## config.mk

```make
export PLATFORM = sky130hd
export DESIGN_NAME = hfa_top
export DESIGN_NICKNAME = d
export VERILOG_FILES = /design/src/verilog/hfa_pkg.sv /design/src/verilog/hfa_top.sv /design/src/verilog/hfa_tone_gen.sv
export SDC_FILE = /design/constraint.sdc
export NUM_CORES = 1
export LEC_CHECK = 0
export BUFFER_PORTS_ARGS = -buffer_cell sky130_fd_sc_hd__clkbuf_2
export CORE_ASPECT_RATIO = 0.8
export CORE_MARGIN = 2
export CORE_UTILIZATION = 48
export CTS_BUF_LIST = sky130_fd_sc_hd__clkbuf_4 sky130_fd_sc_hd__clkbuf_8
export DETAILED_ROUTE_END_ITERATION = 8
export PLACE_DENSITY = 0.67
export SKIP_CTS_REPAIR_TIMING = 1
export SLEW_MARGIN = 20
export SYNTH_ARGS = -nofsm -noshare
export SYNTH_HDL_FRONTEND = slang
export SYNTH_HIERARCHICAL = 1
export SYNTH_SLANG_ARGS = --single-unit
```

## constraint.sdc

```tcl
create_clock -name clock_i -period 4 [get_ports clock_i]
set_input_delay 1 -clock clock_i [delete_from_list [all_inputs] [get_ports clock_i]]
set_output_delay 1 -clock clock_i [all_outputs]
set_load 0.01 [all_outputs]
```

## src/verilog/hfa_pkg.sv

```systemverilog
// What this block does
// - Tone sounds only with master alarm enable set
// - Each event gated by its own enable bit
// - Open-drain tone pin rests low when idle
// - Alternate 600 Hz and 1.2 kHz, 0.5 s each
// - Base address from high and low config bytes
// - Index port at base+5, data at base+6
// - Seven-bit index pointer, bit 7 reads zero
// - Data port reads/writes the indexed register
// - Frequency bit 7 picks 24 MHz or 180 kHz
// - PWM rate is source over divider over 256
// - Frequency settings act only in PWM mode
// - Duty is value over 256, FFh full on
// - Mode bit 0: PWM or DC, DC after reset
// - Pin is alarm only when config bit 1 clear
// - Writing user alarm bit counts as an event
package hfa_pkg;

	// ----------------------------------------------------------------
	// Host port layout
	// ----------------------------------------------------------------
	localparam logic [15:0] INDEX_PORT_OFS = 16'h0005;
	localparam logic [15:0] DATA_PORT_OFS = 16'h0006;
	localparam logic [6:0] INDEX_RESET = 7'h00;

	// ----------------------------------------------------------------
	// Indexed registers
	// ----------------------------------------------------------------
	localparam logic [3:0] BANK_FAN = 4'h0;
	localparam logic [3:0] BANK_EXTRA = 4'h4;
	localparam logic [6:0] IDX_FAN_FREQ = 7'h00;
	localparam logic [6:0] IDX_FAN_LEVEL = 7'h01;
	localparam logic [6:0] IDX_FAN_CFG = 7'h04;
	localparam logic [6:0] IDX_ALARM_EN_A = 7'h56;
	localparam logic [6:0] IDX_ALARM_EN_B = 7'h57;
	localparam logic [6:0] IDX_ALARM_EXTRA = 7'h53;
	localparam logic [7:0] FAN_FREQ_RESET = 8'h04;
	localparam logic [7:0] FAN_LEVEL_RESET = 8'hFF;
	localparam logic [7:0] FAN_CFG_RESET = 8'h01;
	localparam logic [7:0] ALARM_EN_A_RESET = 8'h00;
	localparam logic [7:0] ALARM_EN_B_RESET = 8'h00;
	localparam logic [7:0] ALARM_EXTRA_RESET = 8'h00;

	// ----------------------------------------------------------------
	// Field positions
	// ----------------------------------------------------------------
	localparam int FREQ_SRC_BIT = 7;
	localparam int CFG_DC_BIT = 0;
	localparam int MASTER_EN_BIT = 7;
	localparam int USER_ALARM_BIT = 5;
	localparam int PIN_SERIAL_BIT = 1;
	localparam int NUM_EVENTS = 17;
	localparam logic [7:0] FAN_CFG_MASK = 8'h3F;
	localparam logic [7:0] EXTRA_MASK = 8'h23;

	// ----------------------------------------------------------------
	// Timing
	// ----------------------------------------------------------------
	localparam int CLK_HZ = 100_000_000;
	localparam int SRC_FAST_HZ = 24_000_000;
	localparam int SRC_SLOW_HZ = 180_000;
	// Source ticks come from a phase accumulator in units of 10 kHz
	localparam int ACC_UNIT_HZ = 10_000;
	localparam logic [13:0] ACC_MOD = 14'(CLK_HZ / ACC_UNIT_HZ);
	localparam logic [13:0] ACC_INC_FAST = 14'(SRC_FAST_HZ / ACC_UNIT_HZ);
	localparam logic [13:0] ACC_INC_SLOW = 14'(SRC_SLOW_HZ / ACC_UNIT_HZ);
	localparam int PWM_STEPS = 256;
	localparam int TONE_LO_HZ = 600;
	localparam int TONE_HI_HZ = 1200;
	localparam int TONE_PHASE_MS = 500;
	localparam int TONE_LO_HALF = CLK_HZ / (2 * TONE_LO_HZ);
	localparam int TONE_HI_HALF = CLK_HZ / (2 * TONE_HI_HZ);
	localparam int TONE_PHASE_CYC = CLK_HZ / 1000 * TONE_PHASE_MS;

	// ----------------------------------------------------------------
	// Carriers
	// ----------------------------------------------------------------
	typedef struct packed {
		logic [15:0] addr;
		logic wr;
		logic rd;
		logic [7:0] wdata;
	} hfa_io_req_s;

	typedef struct packed {
		logic [7:0] high;
		logic [7:0] low;
		logic [7:0] pin_function;
	} hfa_cfg_s;

endpackage

```

## src/verilog/hfa_top.sv

```systemverilog
`timescale 1ns/10ps
module hfa_top #(
	parameter int TONE_LO_HALF = hfa_pkg::TONE_LO_HALF,
	parameter int TONE_HI_HALF = hfa_pkg::TONE_HI_HALF,
	parameter int TONE_PHASE_CYC = hfa_pkg::TONE_PHASE_CYC,
	parameter logic [7:0] ALARM_EN_A_INIT = hfa_pkg::ALARM_EN_A_RESET,
	parameter logic [7:0] ALARM_EN_B_INIT = hfa_pkg::ALARM_EN_B_RESET,
	parameter logic [7:0] ALARM_EXTRA_INIT = hfa_pkg::ALARM_EXTRA_RESET
) (
	// Clock and reset
	input wire logic clock_i,
	input wire logic srst_i,
	// Host byte I/O
	input wire hfa_pkg::hfa_io_req_s io_req_i,
	output logic [7:0] io_rdata_o,
	output logic io_rvalid_o,
	// Configuration bytes and bank selection
	input wire hfa_pkg::hfa_cfg_s cfg_i,
	input wire logic [3:0] bank_select_i,
	// Monitored events, one level per enable bit
	input wire logic [hfa_pkg::NUM_EVENTS-1:0] event_i,
	// System fan
	output logic system_fan_drive_o,
	output logic [5:0] fan_dc_level_o,
	output logic fan_dc_mode_o,
	// Alarm tone open-drain pin
	output logic alarm_tone_out_o,
	output logic alarm_tone_oe_o
);

	// ----------------------------------------------------------------
	// Helpers
	// ----------------------------------------------------------------

	// Match of a bank and index against the current selection
	function automatic logic reg_hit(input logic [3:0] bank_sel,
		input logic [6:0] idx, input logic [3:0] bank,
		input logic [6:0] want);
		reg_hit = (bank_sel == bank) && (idx == want);
	endfunction

	// ----------------------------------------------------------------
	// Port decode
	// ----------------------------------------------------------------
	wire [15:0] base_addr = {cfg_i.high, cfg_i.low};
	wire [15:0] index_port = base_addr + hfa_pkg::INDEX_PORT_OFS;
	wire [15:0] data_port = base_addr + hfa_pkg::DATA_PORT_OFS;
	wire index_sel = (io_req_i.addr == index_port);
	wire data_sel = (io_req_i.addr == data_port);
	wire index_wr = index_sel && io_req_i.wr;
	wire data_wr = data_sel && io_req_i.wr;
	wire any_rd = (index_sel || data_sel) && io_req_i.rd;

	// ----------------------------------------------------------------
	// Index pointer
	// ----------------------------------------------------------------
	logic [6:0] index_q;

	// Only the low seven bits are stored; bit 7 has no flop
	always_ff @(posedge clock_i) begin
		if (srst_i) begin
			index_q <= hfa_pkg::INDEX_RESET;
		end else if (index_wr) begin
			index_q <= io_req_i.wdata[6:0];
		end
	end

	// ----------------------------------------------------------------
	// Register select
	// ----------------------------------------------------------------
	// Bank 0 hits need bank 0 selected outside this block
	wire hit_freq = reg_hit(bank_select_i, index_q, hfa_pkg::BANK_FAN,
		hfa_pkg::IDX_FAN_FREQ);
	wire hit_level = reg_hit(bank_select_i, index_q, hfa_pkg::BANK_FAN,
		hfa_pkg::IDX_FAN_LEVEL);
	wire hit_cfg = reg_hit(bank_select_i, index_q, hfa_pkg::BANK_FAN,
		hfa_pkg::IDX_FAN_CFG);
	wire hit_en_a = reg_hit(bank_select_i, index_q, hfa_pkg::BANK_FAN,
		hfa_pkg::IDX_ALARM_EN_A);
	wire hit_en_b = reg_hit(bank_select_i, index_q, hfa_pkg::BANK_FAN,
		hfa_pkg::IDX_ALARM_EN_B);
	wire hit_extra = reg_hit(bank_select_i, index_q, hfa_pkg::BANK_EXTRA,
		hfa_pkg::IDX_ALARM_EXTRA);

	// ----------------------------------------------------------------
	// Indexed register file
	// ----------------------------------------------------------------
	logic [7:0] fan_freq_q;
	logic [7:0] fan_level_q;
	logic [7:0] fan_cfg_q;
	logic [7:0] alarm_en_a_q;
	logic [7:0] alarm_en_b_q;
	logic [7:0] alarm_extra_q;

	// Frequency byte written through the data window
	always_ff @(posedge clock_i) begin
		if (srst_i) begin
			fan_freq_q <= hfa_pkg::FAN_FREQ_RESET;
		end else if (data_wr && hit_freq) begin
			fan_freq_q <= io_req_i.wdata;
		end
	end

	// Output value byte; reset gives full drive
	always_ff @(posedge clock_i) begin
		if (srst_i) begin
			fan_level_q <= hfa_pkg::FAN_LEVEL_RESET;
		end else if (data_wr && hit_level) begin
			fan_level_q <= io_req_i.wdata;
		end
	end

	// Mode byte; the reserved top bits never store
	always_ff @(posedge clock_i) begin
		if (srst_i) begin
			fan_cfg_q <= hfa_pkg::FAN_CFG_RESET;
		end else if (data_wr && hit_cfg) begin
			fan_cfg_q <= io_req_i.wdata & hfa_pkg::FAN_CFG_MASK;
		end
	end

	// First byte of event enables
	always_ff @(posedge clock_i) begin
		if (srst_i) begin
			alarm_en_a_q <= ALARM_EN_A_INIT;
		end else if (data_wr && hit_en_a) begin
			alarm_en_a_q <= io_req_i.wdata;
		end
	end

	// Master enable on top of the second byte of event enables
	always_ff @(posedge clock_i) begin
		if (srst_i) begin
			alarm_en_b_q <= ALARM_EN_B_INIT;
		end else if (data_wr && hit_en_b) begin
			alarm_en_b_q <= io_req_i.wdata;
		end
	end

	// Extra enables and user alarm; unused bits stay zero
	always_ff @(posedge clock_i) begin
		if (srst_i) begin
			alarm_extra_q <= ALARM_EXTRA_INIT & hfa_pkg::EXTRA_MASK;
		end else if (data_wr && hit_extra) begin
			alarm_extra_q <= io_req_i.wdata & hfa_pkg::EXTRA_MASK;
		end
	end

	// ----------------------------------------------------------------
	// Read path
	// ----------------------------------------------------------------
	// Unmapped indexes read zero; the value RAM lives elsewhere
	wire [7:0] window_data =
		hit_freq ? fan_freq_q :
		hit_level ? fan_level_q :
		hit_cfg ? fan_cfg_q :
		hit_en_a ? alarm_en_a_q :
		hit_en_b ? alarm_en_b_q :
		hit_extra ? alarm_extra_q : 8'h00;
	wire [7:0] read_mux = index_sel ? {1'b0, index_q} : window_data;
	logic [7:0] rdata_q;
	logic rvalid_q;

	// Read data registered; answer one cycle after the strobe
	always_ff @(posedge clock_i) begin
		if (srst_i) begin
			rdata_q <= 8'h00;
			rvalid_q <= 1'b0;
		end else begin
			rvalid_q <= any_rd;
			if (any_rd) begin
				rdata_q <= read_mux;
			end
		end
	end

	assign io_rdata_o = rdata_q;
	assign io_rvalid_o = rvalid_q;

	// ----------------------------------------------------------------
	// Fan clock source
	// ----------------------------------------------------------------
	wire pwm_mode = !fan_cfg_q[hfa_pkg::CFG_DC_BIT];
	wire src_slow = fan_freq_q[hfa_pkg::FREQ_SRC_BIT];
	wire [6:0] divider = fan_freq_q[6:0];
	// A zero divider is treated as one so the output never freezes
	wire [6:0] div_limit = (divider == 7'h00) ? 7'h01 : divider;
	wire [13:0] acc_inc = src_slow ? hfa_pkg::ACC_INC_SLOW :
		hfa_pkg::ACC_INC_FAST;
	logic [13:0] acc_q;
	wire [14:0] acc_sum = {1'b0, acc_q} + {1'b0, acc_inc};
	wire src_tick = (acc_sum >= {1'b0, hfa_pkg::ACC_MOD});
	wire [14:0] acc_wrap = acc_sum - {1'b0, hfa_pkg::ACC_MOD};
	wire [13:0] acc_d = src_tick ? acc_wrap[13:0] : acc_sum[13:0];

	// Fractional accumulator: 24 MHz ticks jitter by one clock
	always_ff @(posedge clock_i) begin
		if (srst_i || !pwm_mode) begin
			acc_q <= 14'h0000;
		end else begin
			acc_q <= acc_d;
		end
	end

	// ----------------------------------------------------------------
	// Prescaler and PWM counter
	// ----------------------------------------------------------------
	logic [6:0] pre_cnt_q;
	logic [7:0] pwm_cnt_q;
	wire pre_end = src_tick && (pre_cnt_q >= div_limit - 7'h01);

	// Divide the source by the divider, then step 256 slots
	always_ff @(posedge clock_i) begin
		if (srst_i || !pwm_mode) begin
			pre_cnt_q <= 7'h00;
			pwm_cnt_q <= 8'h00;
		end else if (src_tick) begin
			pre_cnt_q <= pre_end ? 7'h00 : pre_cnt_q + 7'h01;
			if (pre_end) begin
				pwm_cnt_q <= pwm_cnt_q + 8'h01;
			end
		end
	end

	// ----------------------------------------------------------------
	// Fan outputs
	// ----------------------------------------------------------------
	// FFh must be solid on, so it bypasses the compare
	wire duty_on = (fan_level_q == 8'hFF) || (pwm_cnt_q < fan_level_q);
	logic fan_drive_q;
	logic [5:0] dc_level_q;
	logic dc_mode_q;

	// Registered so the pin never glitches on a compare edge
	always_ff @(posedge clock_i) begin
		if (srst_i) begin
			fan_drive_q <= 1'b0;
		end else begin
			fan_drive_q <= pwm_mode && duty_on;
		end
	end

	// Level code follows the value byte in either mode
	always_ff @(posedge clock_i) begin
		if (srst_i) begin
			dc_level_q <= 6'h00;
		end else begin
			dc_level_q <= fan_level_q[7:2];
		end
	end

	// Mode flag starts in level mode, as the reset mode byte does
	always_ff @(posedge clock_i) begin
		if (srst_i) begin
			dc_mode_q <= 1'b1;
		end else begin
			dc_mode_q <= !pwm_mode;
		end
	end

	assign system_fan_drive_o = fan_drive_q;
	assign fan_dc_level_o = dc_level_q;
	assign fan_dc_mode_o = dc_mode_q;

	// ----------------------------------------------------------------
	// Alarm decision
	// ----------------------------------------------------------------
	wire [hfa_pkg::NUM_EVENTS-1:0] event_en =
		{alarm_extra_q[1:0], alarm_en_b_q[6:0], alarm_en_a_q};
	wire master_en = alarm_en_b_q[hfa_pkg::MASTER_EN_BIT];
	wire user_alarm = alarm_extra_q[hfa_pkg::USER_ALARM_BIT];
	wire any_event = (|(event_i & event_en)) || user_alarm;
	wire alarm_active = master_en && any_event;
	wire pin_is_alarm = !cfg_i.pin_function[hfa_pkg::PIN_SERIAL_BIT];

	// ----------------------------------------------------------------
	// Tone generator and pin
	// ----------------------------------------------------------------
	logic tone_wave;

	hfa_tone_gen #(
		.LO_HALF(TONE_LO_HALF),
		.HI_HALF(TONE_HI_HALF),
		.PHASE_CYC(TONE_PHASE_CYC)
	) u_tone (
		.clock_i(clock_i),
		.srst_i(srst_i),
		.active_i(alarm_active),
		.wave_o(tone_wave)
	);

	logic tone_oe_q;

	// Low phase pulls the pin; high phase releases it to the pull-up
	always_ff @(posedge clock_i) begin
		if (srst_i) begin
			tone_oe_q <= 1'b0;
		end else begin
			tone_oe_q <= pin_is_alarm && !tone_wave;
		end
	end

	// Open drain never drives a high level
	assign alarm_tone_out_o = 1'b0;
	assign alarm_tone_oe_o = tone_oe_q;

endmodule

```

## src/verilog/hfa_tone_gen.sv

```systemverilog
`timescale 1ns/10ps
module hfa_tone_gen #(
	parameter int LO_HALF = hfa_pkg::TONE_LO_HALF,
	parameter int HI_HALF = hfa_pkg::TONE_HI_HALF,
	parameter int PHASE_CYC = hfa_pkg::TONE_PHASE_CYC
) (
	// Clock and reset
	input wire logic clock_i,
	input wire logic srst_i,
	// Control
	input wire logic active_i,
	// Tone level, 1 means released high
	output logic wave_o
);

	// ----------------------------------------------------------------
	// Counters
	// ----------------------------------------------------------------
	logic [31:0] phase_cnt_q;
	logic [31:0] half_cnt_q;
	logic use_hi_q;
	logic wave_q;
	wire [31:0] half_lim = use_hi_q ? 32'(HI_HALF) : 32'(LO_HALF);
	wire phase_end = (phase_cnt_q == 32'(PHASE_CYC - 1));
	wire half_end = (half_cnt_q >= half_lim - 32'h0000_0001);

	// Idle clears everything so a new alarm starts on the low tone
	always_ff @(posedge clock_i) begin
		if (srst_i || !active_i) begin
			phase_cnt_q <= 32'h0000_0000;
			half_cnt_q <= 32'h0000_0000;
			use_hi_q <= 1'b0;
			wave_q <= 1'b0;
		end else begin
			phase_cnt_q <= phase_end ? 32'h0000_0000 : phase_cnt_q + 1'b1;
			if (phase_end) begin
				use_hi_q <= !use_hi_q;
			end
			if (half_end || phase_end) begin
				half_cnt_q <= 32'h0000_0000;
				wave_q <= !wave_q;
			end else begin
				half_cnt_q <= half_cnt_q + 1'b1;
			end
		end
	end

	assign wave_o = wave_q;

endmodule

```

==> metrics.md, run 1 <==
| Metric | Value |
|---|---|
| RD Place Congestion | 0.891 |
| Most common cell after layout, fill and taps aside | dfxtp_1 |
| Final TNS setup | 0 ns |
| Mapped Area | slightly above 9000 um^2 |
| DRT iter0 DRCs | 542 |
| Antenna diode count | 0 |
| Synth top area cells | dfxtp_1, ha_1, mux2i_1 |
| Die extent in x | 159 um |
| Vias in the first global route | 7,364 |
| Final ANT Viol Nets | 0 |
| CTS Buf Count | 17 |
| First-pass GRT wire length | 36,100 um |
| Critical Path Max Stage Delay | 0.51 ns |
| Syn_area_per_cell | approximately 8.5 um^2 |
| Seq cells post-synth | 160 |
| Yosys warns | 6 |
| Most frequent cell on the critical path | a21oi_1 |
| Share of layout cells above drive strength 1 | 13.2% |
| Flop pwr share | 53.8% |
| Worst path bufs/invs | 2 |
| IO Count | 92 |
| Slew Viols, Final | 0 |
| Rel. slew slack | 29.9% |
| Critical Path Start | fan_freq_q[7]$_SDFFE_PP0P_ |
| PwrDens | 290 nW/um^2 |
| Switching power | 723 uW |
| NumNets Final | about 1,300 |
| Int Power | 2260 uW |
| Core area | approximately 19,000 um^2 |
| Avg Vias per Cell | 5.58 |
| Initial Util | between 40 and 50% |
| Arrival time at the worst endpoint | 3.99 ns |
| DP Wirelength | 16,100 um |
| Hold Crit Start | u_tone/phase_cnt_q[0]$_SDFF_PP0_ |
| Via count | approximately 8,000 |
| Period minus WS final | 3.63 ns |
| Slew @ Worst Pin | 1.05 ns |
| CP max-delay cell | or4_1 |
| Delay-heaviest family, CP | compound AO/OA/AOI/OAI gates |
| Final Hold Vio Count | 0 |
| CTS tree | done |
| Max H-tree Level | 4 |
| Switching share of power | roughly a quarter |
| Skew final | 0.0183 ns |
| WL/cell | 15.1 um |
| Initial antenna violation count | 0 |
| Clock latency on the worst-skew pair | 0.46 ns |
| Critical path required time | 4.36 ns |
| Max cap viols | 0 |
| Area Overhead vs Synth | 11.7% |
| Final Routed Wirelength | 21,600 um |
| Endpoints failing setup | 0 |
| Critical path type | register to register |
| Worst-case clock buffer depth | 2 |
| Post-Place Cells | 1,398 |
| Fmax | 0.275 GHz |
| Combinational power share | 6.7% |
| GRT Util Overall | between 20% and 30% |
| Critical path cell sequence | inv_1 > ha_1 > and4_1 > a221o_1 > a21oi_1 > xor2_1 > a2111oi_4 > nor3_2 > buf_12 > or4_1 > a21oi_1 |
| Yosys top cell by area | dfxtp_1 |
| Synth async-reset ratio | 0% |
| Setup WS post-layout | 0.367 ns |
| Post-synthesis cell count | 1,079 |
| Status | completed |
| Clock sinks | 160 |
| Worst vdd ir | 0.000334 V |
| Top FF cell, synth | dfxtp_1 |
| Final core utilization | 54.4% |
| Clock power share | 39.5% |
| Critical Path Fanout Max | 30 |
| Period utilization | 90.8% |
| Seq/Total Area, Yosys | 34.8% |
| Total grt overflow | 0 |
| Die area | 20,300 um^2 |
| Pleak | 0.00389 uW |
| Residual DRC | 0 |
| CTS clock-pin slew for the worst setup and hold paths | ~0.090 ns |
| Root Driver | clkbuf_8 |
| Unrepaired setup endpoints after global routing | no |
| Pre-CTS setup slack | 0.239 ns |
| Site Rows | between 40 and 50 |
| Top cell type's share of synthesized area | between 30% and 40% |
| Most frequent cells in the layout | dfxtp_1, nor2_1, clkbuf_2, nand2_1, mux2i_1 |
| Crit. End Element | register |
| Post-route cell area | 10,300 um^2 |
| Reg2reg start | fan_freq_q[7]$_SDFFE_PP0P_ |
| Synth unique cells | 79 |
| Drt first pass iters | 9 |
| Largest net degree at the start of global routing | 76 |
| Port Buffers | 83 |
| Final Non-Filler Cells | 1,428 |
| Hold WC Path Type | register to register |
| Die H | around 130 um |
| EDFF count, synth | 0 |
| Post-DP Area | between 9000 and 10,000 um^2 |
| Crit start category | register |
| # fillers | 1,826 |
==> cells in the mapped netlist, drive strengths merged, types with 12 or more instances <==
cell / count
clkbuf: 29
and3: 17
a22oi: 20
nor2: 98
a21o: 15
a31oi: 12
or3: 12
inv: 42
a21oi: 38
ha: 40
dfxtp: 160
nand4: 24
nor4: 38
mux2i: 46
xnor2: 45
nor3: 27
xor2: 40
o21ai: 35
nor2b: 12
nand2: 73
nand2b: 44
buf: 28
nand3: 44
==> routing by layer <==
metal  vias up  GRT usage, %  wire [um]
li1       4058             -          -
met1      3732          29.6      10700
met2       153          35.3       9790
met3        19          3.85        841
met4         0          4.92        218
met5         -             0          0
==> flip-flops by register name, indices dropped and copies added, names as in the netlist, 3 cells and up <==
name,cells
u_tone/half_cnt_q,32
u_tone/phase_cnt_q,32
acc_q,13
alarm_en_a_q,8
alarm_en_b_q,8
fan_freq_q,8
fan_level_q,8
io_rdata_o,8
pwm_cnt_q,8
index_q,7
pre_cnt_q,7
fan_cfg_q,6
fan_dc_level_o,6
alarm_extra_q,3
==> area by class of cell <==
cell class / instances / area (um^2) / share of cell area [%]
clock buffers: 19 / 255 / 2.48
flip-flops and latches: 160 / 3200 / 31.1
clock inverters: 11 / 134 / 1.30
multi-input cells: 832 / 5600 / 54.5
inverters: 43 / 161 / 1.57
repair buffers: 105 / 606 / 5.89
well taps: 258 / 323 / 3.14
==> power by group through the flow <==
stage               sequential [uW]  clock (uW)  combinational [uW]
CTS                            1610        1220                 198
finish                         1610        1180                 201
global placement               1640           0                 195
floorplan                      1640           0                 114
global route                   1610        1290                 219
detailed placement             1640           0                 197
==> worst register-to-register path: stages, from the launching register on <==
cell	delay [ns]
dfxtp_1	0.42
inv_1	0.17
ha_1	0.45
and4_1	0.31
a221o_1	0.41
a21oi_1	0.17
xor2_1	0.16
a2111oi_4	0.46
nor3_2	0.13
buf_12	0.19
or4_1	0.52
a21oi_1	0.16
==> cells by family (layout without fill, tap and decap cells) <==
| logic type | after synthesis | count (layout) | share of synthesized area, % |
|---|---|---|---|
| AOI/OAI and AO/OA | 209 | 209 | 16.3 |
| xor gates and xnor gates | 85 | 85 | 8.08 |
| adders and majority gates | 40 | 40 | 5.43 |
| buffers and inverters | 100 | 178 | 4.92 |
| DFF | 160 | 160 | 34.8 |
| muxes | 48 | 48 | 5.24 |
| other | 2 | 15 | 0.0816 |
| and+or+nand+nor | 435 | 435 | 25.1 |
==> worst paths after layout <==
| path | end | slack (ns) | cells past startpoint |
|---|---|---|---|
| hold reg to reg | u_tone/phase_cnt_q[0]$_SDFF_PP0_ | 0.47 | 1 |
| setup reg to reg | pwm_cnt_q[3]$_SDFFE_PP0P_ | 0.37 | 11 |
| hold / removal | u_tone/phase_cnt_q[0]$_SDFF_PP0_ | 0.47 | 1 |
| setup / recovery | pwm_cnt_q[3]$_SDFFE_PP0P_ | 0.37 | 11 |
==> through the flow <==
stage | total power (uW) | hold slack (ns)
3_3_place_gp | 1840 | 0.447
4_1_cts | 3020 | 0.475
5_1_grt | 3110 | 0.494
6_report | 2990 | 0.474
2_1_floorplan | 1760 | 0.421
3_5_place_dp | 1840 | 0.457
No activity file was read; power rests on OpenSTA's default activity.
==> run 2: changes to the inputs <==
--- a/config.mk
+++ b/config.mk
@@ -11,6 +11,7 @@
 export CORE_UTILIZATION = 48
 export CTS_BUF_LIST = sky130_fd_sc_hd__clkbuf_4 sky130_fd_sc_hd__clkbuf_8
 export DETAILED_ROUTE_END_ITERATION = 8
+export MAX_ROUTING_LAYER = met4
 export PLACE_DENSITY = 0.67
 export SKIP_CTS_REPAIR_TIMING = 1
 export SLEW_MARGIN = 20
==> constraint.sdc (replaced) <==
create_clock -name clock_i -period 3.6 [get_ports clock_i]
set_input_delay 0.9 -clock clock_i [delete_from_list [all_inputs] [get_ports clock_i]]
set_output_delay 0.9 -clock clock_i [all_outputs]
set_load 0.01 [all_outputs]
==> run 2 against run 1 <==
Net effect: combinational power increased by 13%; flip-flop and latch count unchanged; clock-buffer cell count decreased by 2; fmax increased by 8.4%; first-iteration DRC count increased by 18%; non-clock buffer count increased by 13; sequential power increased by 11%; register-to-register slack got worse by 0.12 ns; worst hold slack improved by 0.0051 ns; critical path depth unchanged; design area increased by 1.4%; critical path type unchanged.
==> metrics.md, run 2 (same netlist as run 1, synthesis figures left out) <==
| Metric | Value |
|---|---|
| Status | completed |
| Pleak | 0.00398 uW (+2.4%) |
| Initial Util | 48.7% (unchanged) |
| Via count | 8,000 (+0.48%) |
| IO Count | 92 (unchanged) |
| Arrival time at the worst endpoint | 3.73 ns (-0.26 ns) |
| Critical path required time | 3.98 ns (-0.38 ns) |
| Worst vdd ir | 0.000292 V (-13%) |
| Regs by FF count | u_tone/half_cnt_q (32), u_tone/phase_cnt_q (32), acc_q (13) |
| Wl on met1 | 10,900 um (+1.5%) |
| Max cap viols | 0 (unchanged) |
| Drt first pass iters | 7 (-2) |
| CTS tree | done |
| Max H-tree Level | 4 (unchanged) |
| Antenna diode count | 0 (unchanged) |
| Vias in the first global route | 7,417 (+0.72%) |
| WL met2 | 9470 um (-3.2%) |
| Root Driver | clkbuf_8 |
| Final core utilization | 55.1% (+0.77 points) |
| Worst-case clock buffer depth | 2 (unchanged) |
| Period utilization | 93.1% (+2.3 points) |
| Largest net degree at the start of global routing | 62 (-18%) |
| DP Wirelength | 16,100 um (-0.25%) |
| Port Buffers | 83 (unchanged) |
| Slew Viols, Final | 0 (unchanged) |
| Period minus WS final | 3.35 ns (-0.281 ns) |
| Final TNS setup | 0 ns (unchanged) |
| Clock latency on the worst-skew pair | 0.47 ns (about the same) |
| Most frequent cells in the layout | dfxtp_1, nor2_1, clkbuf_2, nand2_1, mux2i_1 |
| RD Place Congestion | 0.871 (-2.2%) |
| CTS Buf Count | 17 (unchanged) |
| Rel. slew slack | 44.6% (+15 points) |
| Unrepaired setup endpoints after global routing | yes |
| Initial antenna violation count | 0 (unchanged) |
| Die H | 128 um (unchanged) |
| Pre-CTS setup slack | 0.0133 ns (-0.225 ns) |
| WL/cell | 15.0 um (-0.81%) |
| Delay-heaviest family, CP | compound AO/OA/AOI/OAI gates |
| Final Routed Wirelength | 21,600 um (+0.24%) |
| Most common cell after layout, fill and taps aside | dfxtp_1 |
| Avg Vias per Cell | 5.54 (-0.57%) |
| Highest metal used | met4 |
| First-pass GRT wire length | 36,300 um (+0.40%) |
| Final Hold Vio Count | 0 (unchanged) |
| Met3 wire len | 1030 um (+22%) |
| DRT iter0 DRCs | 641 (+18%) |
| Final ANT Viol Nets | 0 (unchanged) |
| Slew @ Worst Pin | 0.827 ns (-0.220 ns) |
| Crit start category | register |
| CTS clock-pin slew for the worst setup and hold paths | 0.09 ns (about the same) |
| Residual DRC | 0 (unchanged) |
| Reg2reg setup slack | 0.25 ns (-0.12 ns) |
| # fillers | 1,782 (-2.4%) |
| Core area | 18,900 um^2 (unchanged) |
| Hold WC Path Type | register to register |
| Crit. End Element | register |
| Share of layout cells above drive strength 1 | 14.4% (+1.3 points) |
| Fmax | 0.298 GHz (+8.4%) |
| Worst path bufs/invs | 2 (unchanged) |
| Clock sinks | 160 (unchanged) |
| Critical path type | register to register |
| Critical path cell sequence | inv_1 > ha_1 > and4_2 > a221oi_2 > mux2_2 > o22ai_2 > a2111oi_4 > nor3_2 > buf_12 > or4_1 > a21oi_1 |
| Die area | 20,300 um^2 (unchanged) |
| Total grt overflow | 0 (unchanged) |
| Skew final | 0.0177 ns (-0.000593 ns) |
| GRT Util Overall | 22.3% (+0.78 points) |
| Die extent in x | 159 um (unchanged) |
| Endpoints failing setup | 0 (unchanged) |
| NumNets Final | 1,285 (+1.0%) |
| Critical Path Fanout Max | 22 (-27%) |
| Area Overhead vs Synth | 13.2% |
| PwrDens | 326 nW/um^2 (+12%) |
| Setup WS post-layout | 0.249 ns (-0.119 ns) |
| Critical Path Max Stage Delay | 0.51 ns (about the same) |
| CP max-delay cell | or4_1 |
| Site Rows | 45 (unchanged) |
-- run 2: cell count changes in the layout (fill, tap and decap cells not counted), sizes merged --
cell	before	now
buf	22	35
clkinv	4	5
inv	45	52
clkbuf	102	100
clkinvlp	3	0
bufinv	2	1
-- run 2: per-stage QoR --
| step | instances | hold WS [ns] | power [uW] | area [um^2] |
|---|---|---|---|---|
| 2_1_floorplan | 1092 | 0.421 | 1950 | 9260 |
| 3_3_place_gp | 1411 | 0.446 | 2050 | 10000 |
| 3_5_place_dp | 1411 | 0.456 | 2050 | 10000 |
| 4_1_cts | 1443 | 0.478 | 3430 | 10400 |
| 5_1_grt | 1443 | 0.496 | 3540 | 10400 |
| 6_report | 1443 | 0.479 | 3400 | 10400 |
-- run 2: final timing paths --
kind,start,endpoint,cells after the start
worst max-delay path,fan_freq_q[7]$_SDFFE_PP0P_,pwm_cnt_q[6]$_SDFFE_PP0P_,11
worst min register to register,u_tone/phase_cnt_q[0]$_SDFF_PP0_,u_tone/phase_cnt_q[0]$_SDFF_PP0_,1
worst min-delay path,u_tone/phase_cnt_q[0]$_SDFF_PP0_,u_tone/phase_cnt_q[0]$_SDFF_PP0_,1
worst max register to register,fan_freq_q[7]$_SDFFE_PP0P_,pwm_cnt_q[6]$_SDFFE_PP0P_,11
-- run 2: worst reg2reg max path: cells and delay by family, from the launching register on --
family                   cells  cell delay [ns]
AND/OR/NAND/NOR              3             0.91
flip-flops                   1             0.34
multiplexers                 1             0.23
buffers and inverters        2             0.30
AO/OA/AOI/OAI                4             1.08
adder cells (fa/ha/maj)      1             0.42
-- run 2: cell type report --
class | count | area, um^2 | area share [%]
Inverter | 43 | 161 | 1.55
Clock buffer | 17 | 234 | 2.24
Timing Repair Buffer | 118 | 716 | 6.86
Sequential cell | 160 | 3200 | 30.7
Tap cell | 258 | 323 | 3.10
Clock inverter | 15 | 185 | 1.78
Multi-Input combinational cell | 832 | 5610 | 53.8
-- run 2: power by group --
part,internal (uW),switching [uW],total (uW)
combinational,94.7,133,228
sequential,1780,3.63,1780
clock,596,790,1390
total,2470,927,3400
-- run 2: layer usage --
| metal | vias to the layer above | GRT usage, % |
|---|---|---|
| met4 | 0 | 5.13 |
| met3 | 19 | 4.43 |
| met2 | 180 | 34.3 |
| met5 | - | - |
| li1 | 4094 | - |
| met1 | 3707 | 30.4 |
==> run 3: changes to the inputs <==
--- a/config.mk
+++ b/config.mk
@@ -13,6 +13,7 @@
 export DETAILED_ROUTE_END_ITERATION = 8
 export MAX_ROUTING_LAYER = met4
 export PLACE_DENSITY = 0.67
+export RECOVER_POWER = 100
 export SKIP_CTS_REPAIR_TIMING = 1
 export SLEW_MARGIN = 20
 export SYNTH_ARGS = -nofsm -noshare
==> run 3 against run 2 <==
Net effect: design area decreased by 1.2%; utilization decreased by 0.67 points; cell count unchanged; flip-flop and latch count unchanged; wire length increased by 0.19%; worst setup slack improved by 0.00090 ns; clock skew about the same.
==> metrics.md, run 3 (same netlist as run 1, synthesis figures left out) <==
| Metric | Value |
|---|---|
| GRT Util Overall | 22.3% (unchanged) |
| Vias in the first global route | 7,417 (unchanged) |
| CP Depth | 11 (unchanged) |
| WL/cell | 15.0 um (+0.19%) |
| Skew final | 0.0177 ns (-0.0000586 ns) |
| Pleak | 0.00385 uW (-3.3%) |
| Fin Hold WS | 0.479 ns (+0.000180 ns) |
| CTS tree | done |
| Unrepaired setup endpoints after global routing | yes |
| Hold-critical path depth | 1 (unchanged) |
| Fmax | 0.298 GHz (about the same) |
| Die H | 128 um (unchanged) |
| Period utilization | 93.1% (about the same) |
| Largest net degree at the start of global routing | 62 (unchanged) |
| Setup WS post-layout | 0.249 ns (+0.000896 ns) |
| Port Buffers | 83 (unchanged) |
| Delay-heaviest family, CP | compound AO/OA/AOI/OAI gates |
| Drt first pass iters | 5 (-2) |
| Most frequent cells in the layout | dfxtp_1, nor2_1, nand2_1, clkbuf_2, mux2i_1 |
| DP Wirelength | 16,100 um (unchanged) |
| Slew @ Worst Pin | 1.12 ns (+0.298 ns) |
| Site Rows | 45 (unchanged) |
| Slew Viols, Final | 0 (unchanged) |
| Crit. End Element | register |
| NumNets Final | 1,285 (unchanged) |
| Rel. slew slack | 25.0% (-20 points) |
| # fillers | 1,809 (+1.5%) |
| Pre-CTS setup slack | 0.0133 ns (unchanged) |
| Worst path bufs/invs | 2 (unchanged) |
| Antenna diode count | 0 (unchanged) |
| Final core utilization | 54.5% (-0.67 points) |
| Clock latency on the worst-skew pair | 0.47 ns (about the same) |
| Die area | 20,300 um^2 (unchanged) |
| Root Driver | clkbuf_8 |
| Final Routed Wirelength | 21,700 um (+0.19%) |
| RD Place Congestion | 0.871 (unchanged) |
| Die extent in x | 159 um (unchanged) |
| Avg Vias per Cell | 5.52 (-0.51%) |
| Critical path type | register to register |
| Critical path cell sequence | inv_1 > ha_1 > and4_2 > a221oi_2 > mux2_2 > o22ai_2 > a2111oi_4 > nor3_2 > buf_12 > or4_1 > a21oi_1 |
| Core area | 18,900 um^2 (unchanged) |
| Initial Util | 48.7% (unchanged) |
| Worst vdd ir | 0.000292 V (about the same) |
| Arrival time at the worst endpoint | 3.73 ns (about the same) |
| DRT iter0 DRCs | 603 (-5.9%) |
| Worst-case clock buffer depth | 2 (unchanged) |
| Share of layout cells above drive strength 1 | 11.6% (-2.9 points) |
| Max cap viols | 0 (unchanged) |
| Hold WC Path Type | register to register |
| Endpoints failing setup | 0 (unchanged) |
| Critical Path Fanout Max | 22 (unchanged) |
| Final Hold Vio Count | 0 (unchanged) |
| Final TNS setup | 0 ns (unchanged) |
| Area Overhead vs Synth | 11.9% |
| CTS Buf Count | 17 (unchanged) |
| Critical Path Max Stage Delay | 0.51 ns (about the same) |
| PwrDens | 330 nW/um^2 (+1.2%) |
| Clock sinks | 160 (unchanged) |
| Crit start category | register |
| Most common cell after layout, fill and taps aside | dfxtp_1 |
| CTS clock-pin slew for the worst setup and hold paths | 0.09 ns (about the same) |
| Total grt overflow | 0 (unchanged) |
| Initial antenna violation count | 0 (unchanged) |
| Residual DRC | 0 (unchanged) |
| IO Count | 92 (unchanged) |
| Final ANT Viol Nets | 0 (unchanged) |
| Max H-tree Level | 4 (unchanged) |
| First-pass GRT wire length | 36,300 um (unchanged) |
| CP max-delay cell | or4_1 |
| Period minus WS final | 3.35 ns (-0.000896 ns) |
| Status | completed |
| Worst reg2reg path depth | 11 (unchanged) |
| Critical path required time | 3.97 ns (about the same) |
| Via count | 7,959 (-0.51%) |
| Regs by FF count | u_tone/half_cnt_q (32), u_tone/phase_cnt_q (32), acc_q (13) |
[run 3: cell types whose count changed in the layout (fill, tap and decap cells not counted), moves of 6 or more]
| cell | change |
|---|---|
| buf_4 | -12 |
| clkbuf_1 | +28 |
| clkbuf_2 | -15 |
| o21ai_0 | +6 |
| o21ai_1 | -6 |
[run 3: power breakdown]
part           internal [uW]  total (uW)  switching, uW
Sequential              1780        1780           3.58
Clock                    596        1390            791
Combinational           92.9         225            132
Total                   2470        3400            927
[run 3: per-layer routing]
| layer | GRT usage, % | part of all wire [%] | vias up |
|---|---|---|---|
| met5 | - | 0 | - |
| li1 | - | - | 4099 |
| met2 | 34.3 | 43 | 181 |
| met3 | 4.43 | 4.9 | 23 |
| met1 | 30.4 | 50 | 3656 |
| met4 | 5.13 | 1.3 | 0 |
[run 3: worst paths after layout]
check | start | endpoint | slack, ns
worst max-delay path | fan_freq_q[7]$_SDFFE_PP0P_ | pwm_cnt_q[6]$_SDFFE_PP0P_ | 0.25
worst min-delay path | u_tone/phase_cnt_q[0]$_SDFF_PP0_ | u_tone/phase_cnt_q[0]$_SDFF_PP0_ | 0.48
worst max register to register | fan_freq_q[7]$_SDFFE_PP0P_ | pwm_cnt_q[6]$_SDFFE_PP0P_ | 0.25
worst min register to register | u_tone/phase_cnt_q[0]$_SDFF_PP0_ | u_tone/phase_cnt_q[0]$_SDFF_PP0_ | 0.48
[run 3: worst reg2reg max path: stages, from the launching register on]
cell and delay, ns:
dfxtp_1 0.34, inv_1 0.12, ha_1 0.42, and4_2 0.27, a221oi_2 0.35, mux2_2 0.23
o22ai_2 0.13, a2111oi_4 0.44, nor3_2 0.12, buf_12 0.18, or4_1 0.51, a21oi_1 0.16
[run 3: final cells by class]
type / instances / area, um^2 / share of cell area, %
clock buffer: 17 / 234 / 2.27
clock inverter: 15 / 185 / 1.80
inverter: 43 / 161 / 1.57
multi-input combinational: 832 / 5560 / 54.0
sequential: 160 / 3200 / 31.1
tap: 258 / 323 / 3.13
timing repair buffer: 118 / 636 / 6.17
[run 3: stage by stage]
step / cells / area [um^2] / power [uW]
after CTS: 1443 / 10400 / 3430
after global routing: 1443 / 10300 / 3530
after global placement: 1411 / 10000 / 2050
after floorplan: 1092 / 9260 / 1950
final: 1443 / 10300 / 3400
after detailed placement: 1411 / 10000 / 2050
